==> src/hw/ptm_requester_regs.vh <==
// Register offsets, field positions, reset values and timing for the time calculator.
`ifndef PTM_REQUESTER_REGS_VH
`define PTM_REQUESTER_REGS_VH

// ***************************************************************
// Register byte offsets
// ***************************************************************
`define OFS_CONTROL          8'h00
`define OFS_TX_LATENCY       8'h04
`define OFS_RX_LATENCY       8'h08
`define OFS_STATUS           8'h0C
`define OFS_LOCAL_LOW        8'h10
`define OFS_LOCAL_HIGH       8'h14
`define OFS_REQ_STAMP_LOW    8'h18
`define OFS_REQ_STAMP_HIGH   8'h1C
`define OFS_REQ_MASTER_LOW   8'h20
`define OFS_REQ_MASTER_HIGH  8'h24
`define OFS_RESP_STAMP_LOW   8'h28
`define OFS_RESP_STAMP_HIGH  8'h2C
`define OFS_RESP_MASTER_LOW  8'h30
`define OFS_RESP_MASTER_HIGH 8'h34
`define OFS_ROUND_TRIP_LOW   8'h38
`define OFS_ROUND_TRIP_HIGH  8'h3C

// ***************************************************************
// Field positions and reset values
// ***************************************************************
`define CTRL_SIGNED_BIT      0
`define CTRL_RESET           32'h0000_0001
`define LATENCY_RESET        32'h0000_0000
`define STAT_NEGATIVE_BIT    0
`define STAT_BUSY_BIT        1
`define STAT_LOADED_BIT      2

// ***************************************************************
// Timing
// ***************************************************************
`define CLK_PERIOD_PS        10000
`define PS_PER_NS            1000
`define CLK_STEP_NS          (`CLK_PERIOD_PS / `PS_PER_NS)

`endif

==> src/hw/ptm_requester_time_calc.v <==
// Time measurement requester: timestamps, round trip, master time and local clock.
//
// Notes on behaviour
// - Master time at t1' is t2' minus half the round trip.
// - Round trip is (t4 - t1) minus (t3 - t2).
// - Request stamp t1 is local time plus controller and phy transmit latency.
// - Response stamp t4 is local time minus controller and phy receive latency.
// - After the response, load master time into local clock; feed time-sync unit.
// - Flag a negative round trip when responder interval exceeds requester interval.
// - Halving is a one-bit right shift; legacy unsigned mode gives 2^63 offset.
// - Local clock and t1, t1', t4, t4' readable as low and high word pairs.
`timescale 1ns/1ps
`include "ptm_requester_regs.vh"

module ptm_requester_time_calc
(
	// Clock, reset and enable
	input  wire        CLK_IN,
	input  wire        RESET_N_IN,
	input  wire        CLK_EN_IN,
	// Link events, same clock domain
	input  wire        REQ_SENT_IN,
	input  wire        RESP_VALID_IN,
	input  wire [63:0] RESP_T2_IN,
	input  wire [63:0] RESP_T3_IN,
	// Time-sync unit
	output reg  [63:0] PUSH_TIME_OUT,
	output reg         PUSH_LOAD_OUT,
	// AXI4-Lite write
	input  wire [7:0]  S_AXI_AWADDR_IN,
	input  wire        S_AXI_AWVALID_IN,
	output reg         S_AXI_AWREADY_OUT,
	input  wire [31:0] S_AXI_WDATA_IN,
	input  wire [3:0]  S_AXI_WSTRB_IN,
	input  wire        S_AXI_WVALID_IN,
	output reg         S_AXI_WREADY_OUT,
	output reg  [1:0]  S_AXI_BRESP_OUT,
	output reg         S_AXI_BVALID_OUT,
	input  wire        S_AXI_BREADY_IN,
	// AXI4-Lite read
	input  wire [7:0]  S_AXI_ARADDR_IN,
	input  wire        S_AXI_ARVALID_IN,
	output reg         S_AXI_ARREADY_OUT,
	output reg  [31:0] S_AXI_RDATA_OUT,
	output reg  [1:0]  S_AXI_RRESP_OUT,
	output reg         S_AXI_RVALID_OUT,
	input  wire        S_AXI_RREADY_IN
);

	localparam [63:0] STEP_NS   = `CLK_STEP_NS;
	localparam [1:0]  PH_IDLE   = 2'h0;
	localparam [1:0]  PH_TRIP   = 2'h1;
	localparam [1:0]  PH_MASTER = 2'h2;
	localparam [1:0]  PH_LOAD   = 2'h3;
	localparam [1:0]  RESP_OKAY = 2'h0;
	localparam [1:0]  RESP_SLV  = 2'h2;

	// ***************************************************************
	// Helpers
	// ***************************************************************
	// Controller latency sits in bits 15:0, phy latency in bits 31:16.
	function [63:0] lat_sum;
		input [31:0] lat;
		begin
			lat_sum = {48'h0000_0000_0000, lat[15:0]} + {48'h0000_0000_0000, lat[31:16]};
		end
	endfunction

	function [63:0] halve;
		input [63:0] trip;
		input        signed_mode;
		begin
			if (signed_mode)
				halve = {trip[63], trip[63:1]};
			else
				halve = {1'b0, trip[63:1]};
		end
	endfunction

	function [31:0] merge;
		input [31:0] old;
		input [31:0] data;
		input [3:0]  strb;
		integer i;
		begin
			merge = old;
			for (i = 0; i < 4; i = i + 1)
				if (strb[i])
					merge[i*8 +: 8] = data[i*8 +: 8];
		end
	endfunction

	// ***************************************************************
	// State
	// ***************************************************************
	reg [31:0] control;
	reg [31:0] tx_latency;
	reg [31:0] rx_latency;
	reg        negative;
	reg        loaded;
	reg [1:0]  phase;
	reg [63:0] local_clock;
	reg [63:0] req_stamp;
	reg [63:0] req_master;
	reg [63:0] resp_stamp;
	reg [63:0] resp_master;
	reg [63:0] round_trip;
	reg [63:0] t2_held;
	reg [63:0] t3_held;
	reg [31:0] high_shadow;
	reg        aw_held;
	reg        w_held;
	reg [7:0]  aw_addr;
	reg [31:0] w_data;
	reg [3:0]  w_strb;

	wire        signed_mode = control[`CTRL_SIGNED_BIT];
	wire        wr_go       = aw_held && w_held && !S_AXI_BVALID_OUT;
	wire        clr_neg     = wr_go && (aw_addr == `OFS_STATUS) && w_strb[0]
	                          && w_data[`STAT_NEGATIVE_BIT];
	wire [63:0] local_next  = local_clock + STEP_NS;
	wire [63:0] trip_value  = (resp_stamp - req_stamp) - (t3_held - t2_held);

	// ***************************************************************
	// Measurement pipeline and local clock
	// ***************************************************************
	always @(posedge CLK_IN or negedge RESET_N_IN)
	begin
		if (!RESET_N_IN)
		begin
			local_clock   <= 64'h0000_0000_0000_0000;
			req_stamp     <= 64'h0000_0000_0000_0000;
			req_master    <= 64'h0000_0000_0000_0000;
			resp_stamp    <= 64'h0000_0000_0000_0000;
			resp_master   <= 64'h0000_0000_0000_0000;
			round_trip    <= 64'h0000_0000_0000_0000;
			t2_held       <= 64'h0000_0000_0000_0000;
			t3_held       <= 64'h0000_0000_0000_0000;
			phase         <= PH_IDLE;
			negative      <= 1'b0;
			loaded        <= 1'b0;
			PUSH_TIME_OUT <= 64'h0000_0000_0000_0000;
			PUSH_LOAD_OUT <= 1'b0;
		end
		else if (CLK_EN_IN)
		begin
			local_clock   <= local_next;
			PUSH_LOAD_OUT <= 1'b0;
			if (clr_neg)
				negative <= 1'b0;
			case (phase)
				PH_IDLE:
				begin
					if (REQ_SENT_IN)
						req_stamp <= local_clock + lat_sum(tx_latency);
					if (RESP_VALID_IN)
					begin
						resp_stamp <= local_clock - lat_sum(rx_latency);
						t2_held    <= RESP_T2_IN;
						t3_held    <= RESP_T3_IN;
						phase      <= PH_TRIP;
					end
				end
				PH_TRIP:
				begin
					round_trip <= trip_value;
					phase      <= PH_MASTER;
				end
				PH_MASTER:
				begin
					// Sign bit set means the responder interval exceeded ours.
					if (round_trip[63])
						negative <= 1'b1;
					req_master <= t2_held - halve(round_trip, signed_mode);
					phase      <= PH_LOAD;
				end
				PH_LOAD:
				begin
					resp_master   <= req_master + (resp_stamp - req_stamp);
					// Master time plus the time elapsed since t1 keeps the clock current.
					local_clock   <= req_master + (local_next - req_stamp);
					loaded        <= 1'b1;
					PUSH_LOAD_OUT <= 1'b1;
					phase         <= PH_IDLE;
				end
				default:
				begin
					phase <= PH_IDLE;
				end
			endcase
			PUSH_TIME_OUT <= local_clock;
		end
	end

	// ***************************************************************
	// AXI4-Lite write channel
	// ***************************************************************
	always @(posedge CLK_IN or negedge RESET_N_IN)
	begin
		if (!RESET_N_IN)
		begin
			control           <= `CTRL_RESET;
			tx_latency        <= `LATENCY_RESET;
			rx_latency        <= `LATENCY_RESET;
			aw_held           <= 1'b0;
			w_held            <= 1'b0;
			aw_addr           <= 8'h00;
			w_data            <= 32'h0000_0000;
			w_strb            <= 4'h0;
			S_AXI_AWREADY_OUT <= 1'b0;
			S_AXI_WREADY_OUT  <= 1'b0;
			S_AXI_BVALID_OUT  <= 1'b0;
			S_AXI_BRESP_OUT   <= RESP_OKAY;
		end
		else if (CLK_EN_IN)
		begin
			S_AXI_AWREADY_OUT <= !aw_held && !S_AXI_AWREADY_OUT;
			S_AXI_WREADY_OUT  <= !w_held && !S_AXI_WREADY_OUT;
			if (S_AXI_AWVALID_IN && S_AXI_AWREADY_OUT)
			begin
				aw_held           <= 1'b1;
				aw_addr           <= S_AXI_AWADDR_IN;
				S_AXI_AWREADY_OUT <= 1'b0;
			end
			if (S_AXI_WVALID_IN && S_AXI_WREADY_OUT)
			begin
				w_held           <= 1'b1;
				w_data           <= S_AXI_WDATA_IN;
				w_strb           <= S_AXI_WSTRB_IN;
				S_AXI_WREADY_OUT <= 1'b0;
			end
			if (wr_go)
			begin
				aw_held          <= 1'b0;
				w_held           <= 1'b0;
				S_AXI_BVALID_OUT <= 1'b1;
				S_AXI_BRESP_OUT  <= RESP_OKAY;
				case (aw_addr)
					`OFS_CONTROL:    control    <= merge(control, w_data, w_strb);
					`OFS_TX_LATENCY: tx_latency <= merge(tx_latency, w_data, w_strb);
					`OFS_RX_LATENCY: rx_latency <= merge(rx_latency, w_data, w_strb);
					`OFS_STATUS:     S_AXI_BRESP_OUT <= RESP_OKAY;
					default:
					begin
						if (aw_addr > `OFS_ROUND_TRIP_HIGH || aw_addr[1:0] != 2'h0)
							S_AXI_BRESP_OUT <= RESP_SLV;
					end
				endcase
			end
			else if (S_AXI_BVALID_OUT && S_AXI_BREADY_IN)
				S_AXI_BVALID_OUT <= 1'b0;
		end
	end

	// ***************************************************************
	// AXI4-Lite read channel
	// ***************************************************************
	// Reading a low word latches its high word, so a pair reads coherently.
	always @(posedge CLK_IN or negedge RESET_N_IN)
	begin
		if (!RESET_N_IN)
		begin
			high_shadow       <= 32'h0000_0000;
			S_AXI_ARREADY_OUT <= 1'b0;
			S_AXI_RVALID_OUT  <= 1'b0;
			S_AXI_RDATA_OUT   <= 32'h0000_0000;
			S_AXI_RRESP_OUT   <= RESP_OKAY;
		end
		else if (CLK_EN_IN)
		begin
			S_AXI_ARREADY_OUT <= !S_AXI_RVALID_OUT && !S_AXI_ARREADY_OUT
			                     && !S_AXI_ARVALID_IN;
			if (S_AXI_ARVALID_IN && !S_AXI_RVALID_OUT && !S_AXI_ARREADY_OUT)
				S_AXI_ARREADY_OUT <= 1'b1;
			if (S_AXI_ARVALID_IN && S_AXI_ARREADY_OUT)
			begin
				S_AXI_ARREADY_OUT <= 1'b0;
				S_AXI_RVALID_OUT  <= 1'b1;
				S_AXI_RRESP_OUT   <= RESP_OKAY;
				case (S_AXI_ARADDR_IN)
					`OFS_CONTROL:          S_AXI_RDATA_OUT <= control;
					`OFS_TX_LATENCY:       S_AXI_RDATA_OUT <= tx_latency;
					`OFS_RX_LATENCY:       S_AXI_RDATA_OUT <= rx_latency;
					`OFS_STATUS:           S_AXI_RDATA_OUT <= {29'h0000_0000, loaded,
					                                           phase != PH_IDLE, negative};
					`OFS_LOCAL_LOW:
					begin
						S_AXI_RDATA_OUT <= local_clock[31:0];
						high_shadow     <= local_clock[63:32];
					end
					`OFS_REQ_STAMP_LOW:
					begin
						S_AXI_RDATA_OUT <= req_stamp[31:0];
						high_shadow     <= req_stamp[63:32];
					end
					`OFS_REQ_MASTER_LOW:
					begin
						S_AXI_RDATA_OUT <= req_master[31:0];
						high_shadow     <= req_master[63:32];
					end
					`OFS_RESP_STAMP_LOW:
					begin
						S_AXI_RDATA_OUT <= resp_stamp[31:0];
						high_shadow     <= resp_stamp[63:32];
					end
					`OFS_RESP_MASTER_LOW:
					begin
						S_AXI_RDATA_OUT <= resp_master[31:0];
						high_shadow     <= resp_master[63:32];
					end
					`OFS_ROUND_TRIP_LOW:
					begin
						S_AXI_RDATA_OUT <= round_trip[31:0];
						high_shadow     <= round_trip[63:32];
					end
					`OFS_LOCAL_HIGH, `OFS_REQ_STAMP_HIGH, `OFS_REQ_MASTER_HIGH,
					`OFS_RESP_STAMP_HIGH, `OFS_RESP_MASTER_HIGH, `OFS_ROUND_TRIP_HIGH:
						S_AXI_RDATA_OUT <= high_shadow;
					default:
					begin
						S_AXI_RDATA_OUT <= 32'h0000_0000;
						S_AXI_RRESP_OUT <= RESP_SLV;
					end
				endcase
			end
			else if (S_AXI_RVALID_OUT && S_AXI_RREADY_IN)
				S_AXI_RVALID_OUT <= 1'b0;
		end
	end

endmodule // ptm_requester_time_calc

==> config.mk <==
export PLATFORM = sky130hd
export DESIGN_NAME = ptm_requester_time_calc
export DESIGN_NICKNAME = d
export VERILOG_FILES = /design/src/hw/ptm_requester_time_calc.v
export VERILOG_INCLUDE_DIRS = /design/src /design/src/hw
export SDC_FILE = /design/constraint.sdc
export NUM_CORES = 2
export LEC_CHECK = 0
export BUFFER_PORTS_ARGS = -buffer_cell sky130_fd_sc_hd__buf_2
export CORE_MARGIN = 2
export CORE_UTILIZATION = 30
export CTS_CLUSTER_DIAMETER = 80
export DETAILED_ROUTE_END_ITERATION = 10
export HOLD_SLACK_MARGIN = 0.1
export PLACE_DENSITY_LB_ADDON = 0.12
export SYNTH_ARGS = -nofsm -noshare
export SYNTH_HDL_FRONTEND = slang
export SYNTH_SLANG_ARGS = --single-unit
==> constraint.sdc <==
create_clock -name CLK_IN -period 6.6 [get_ports CLK_IN]
set_input_delay 1.32 -clock CLK_IN [delete_from_list [all_inputs] [get_ports CLK_IN]]
set_output_delay 1.32 -clock CLK_IN [all_outputs]
set_load 0.02 [all_outputs]
==> results.yml <==
cts:
  clk_pin_slew_ns: 0.06
  hold_buffers: 0
  clock_latency_ns: 0.78
  cts_sinks: 794
  root_buffer: "clkbuf_16"
  cts_buffer_depth: 3
  cts_buffers: 109
  htreeDepth: 3
  tritoncts: "built"
placed_design:
  dp_hpwl_um: 189000
  portBuffers: 293
  place.gp.congestion: 0.929
  post-place-ws_ns: -1.38
synthesis:
  ys_top_cells_by_area: "dfrtp_1 34%, ha_1 7.6%, mux2_2 6.1%, fa_1 5.5%, o21ai_0 5.1%"
  synth_edf_count: 0
  ys_types: 93
  ys_async_sr_fraction_pct: 100
  synth_cells: 6509
  yosysSeqAreaShare_pct: 34.0
  syn_area_um2: 58500
  avgSynthCellArea_um2: 8.99
  synthMostInstantiatedCell: "dfrtp_1"
  synth_warnings: 0
  synth_common_cells: "793 x dfrtp_1, 745 x nand2_1, 593 x o21ai_0"
  netlist.area_leader.share_pct: 33.9
  yosys.area.top_type: "dfrtp_1"
  synthFlopType: "dfrtp_1"
  ys_seq_elements: 794
timing:
  clock_skew_ns: 0.0451
  clock.fmax_mhz: 149
  setup_viol: 4
  slew_headroom_pct: 16.6
  finalHoldViolCount: 0
  worst_slack_ns: -0.110
  holdWs_ns: 0.472
  slew_violations: 0
  worst_pin_slew_ns: 1.25
  fin_crit_sh_pct: 102
  final.min_clock_period_ns: 6.71
  rsz0062_at_grt: "yes"
floorplanning:
  initial_core_util_pct: 30.1
  ios: 296
  die_w_um: 446
  num_rows: 162
  core_area_um2: 194000
  dieArea_um2: 199000
  die_y_um: 446
drt:
  drc: 0
  first_pass_iters: 9
  vias: 50900
  vias_per_cell: 5.26
  drt-total-wl_um: 238000
  ant_nets: 0
  drtIter0Drc: 4158
  wl_per_cell_um: 24.6
layout:
  final_core_util_pct: 36.2
  finalNetCount: 7752
  drive_gt1_share_pct: 20.5
  area_delta_synth_final_pct: 20.3
grt:
  grtUsageTotal_pct: 23.6
  antenna_found_initial: 5
  grt_pass1_vias: 50700
  grt_pass1_wl_um: 346000
  gr-total-overflow: 0
  grt_max_degree: 145
outcome:
  status: "finished, violations left"
  violations: "setup timing"
setup_path:
  critPathMaxStageDelay_ns: 0.49
  cp_slowest_cell: "fa_1"
  cp.arrival_ns: 7.32
  startpoint_type: "register"
  end_kind: "register"
  required_ns: 7.21
  crit_fanout: 3
  path_class: "reg -> reg"
  crit_path_frequent_cell: "buf_4"
job:
  drv_cap: 0
hold_path:
  hp-class: "reg -> reg"
[area by class of cell]
class	count	area, um^2
Antenna cell	3	7.51
Tap cell	2542	3180
Timing Repair Buffer	769	5200
Fill cell	20100	124000
Clock buffer	145	3040
Multi-Input combinational cell	4887	36500
Clock inverter	55	764
Sequential cell	794	19900
Inverter	482	1810
[layer usage]
metal / track usage [%] / vias to the layer above / wire (um)
li1: - / 24100 / -
met4: 9.55 / 0 / 10900
met2: 42.4 / 1265 / 121000
met1: 28.4 / 25200 / 96100
met5: 0 / - / 0
met3: 2.77 / 364 / 9490
[kinds of logic (layout without fill, tap and decap cells)]
logic type | after synthesis | after routing | share of synthesized area (%)
other cells | 1 | 5 | 0.00641
fa+ha+maj | 519 | 519 | 13.2
buf+inv | 829 | 1451 | 5.35
xor+xnor | 471 | 471 | 7.05
simple gates | 1603 | 1603 | 12.6
compound gates | 1968 | 1968 | 21.6
mux | 324 | 324 | 6.22
flops | 794 | 794 | 34.0
[metrics by stage]
stage	TNS [ns]	instance area, um^2	std cells
5_1_grt	-5.01	70400	9674
4_1_cts	-0.129	69600	9664
6_report	-0.213	70400	9677
2_1_floorplan	0	58500	6510
3_3_place_gp	-11.70	65500	9450
3_5_place_dp	-13.01	65500	9450
[path summary, 6_finish.rpt]
path	startpoint	to	slack, ns	cells after the start
min in group asynchronous	RESET_N_IN	aw_addr[7]$_DFFE_PN0P_	0.56	1
min reg2reg	S_AXI_RDATA_OUT[13]$_DFFE_PN0P_	S_AXI_RDATA_OUT[13]$_DFFE_PN0P_	0.47	1
max in group asynchronous	RESET_N_IN	resp_stamp[6]$_DFFE_PN0P_	4.61	2
max	req_stamp[0]$_DFFE_PN0P_	round_trip[62]$_DFFE_PN0P_	-0.11	35
min	S_AXI_RDATA_OUT[13]$_DFFE_PN0P_	S_AXI_RDATA_OUT[13]$_DFFE_PN0P_	0.47	1
max reg2reg	req_stamp[0]$_DFFE_PN0P_	round_trip[62]$_DFFE_PN0P_	-0.11	35
[timing repair]
item                                    CTS  global route
endpoints found under the setup margin   33            46
gates resized for setup                  54           129
pin swaps                                26            76
buffers inserted                         14            16
[worst max-delay path: cells and delay by family (launching register included)]
| kind | cells | cell delay, ns |
|---|---|---|
| AOI/OAI and AO/OA | 13 | 2.38 |
| adders and majority gates | 4 | 1.31 |
| buffers and inverters | 11 | 1.19 |
| and+or+nand+nor | 5 | 1.06 |
| DFF | 1 | 0.41 |
| muxes | 1 | 0.14 |
| xor gates and xnor gates | 1 | 0.06 |
[cell usage in the layout (no fill, tap or decap), types with 23 or more instances in the layout]
master     synthesis  routed
a31oi_1           69      64
nand2b_1          51      50
nand2_1          745     737
o21ai_1           41      47
o21bai_1          59      56
buf_2              4     291
o31ai_1           34      30
a21boi_0          39      37
o211ai_1          23      23
mux2_2           317     317
xnor2_1          269     264
ha_1             357     344
buf_4              2     462
nor3_1            85      82
clkbuf_16          0     111
nand3_1          115     105
o21ai_0          593     577
fa_1             162     161
o21a_1            52      51
a22oi_1           71      70
a21oi_1          403     384
a22o_1            45      45
nor2_1           278     268
nor2b_1           53      50
a222oi_1          93      93
a21o_1           264     263
dfrtp_1          793     793
inv_1            481     474
xor2_1           202     197
nand4_1           59      59
and2_1            42      42
and3_1            66      59
Power is left out: the tool's default activity adds up to more than one toggle a clock period on the data nets, which glitch-free logic cannot reach.
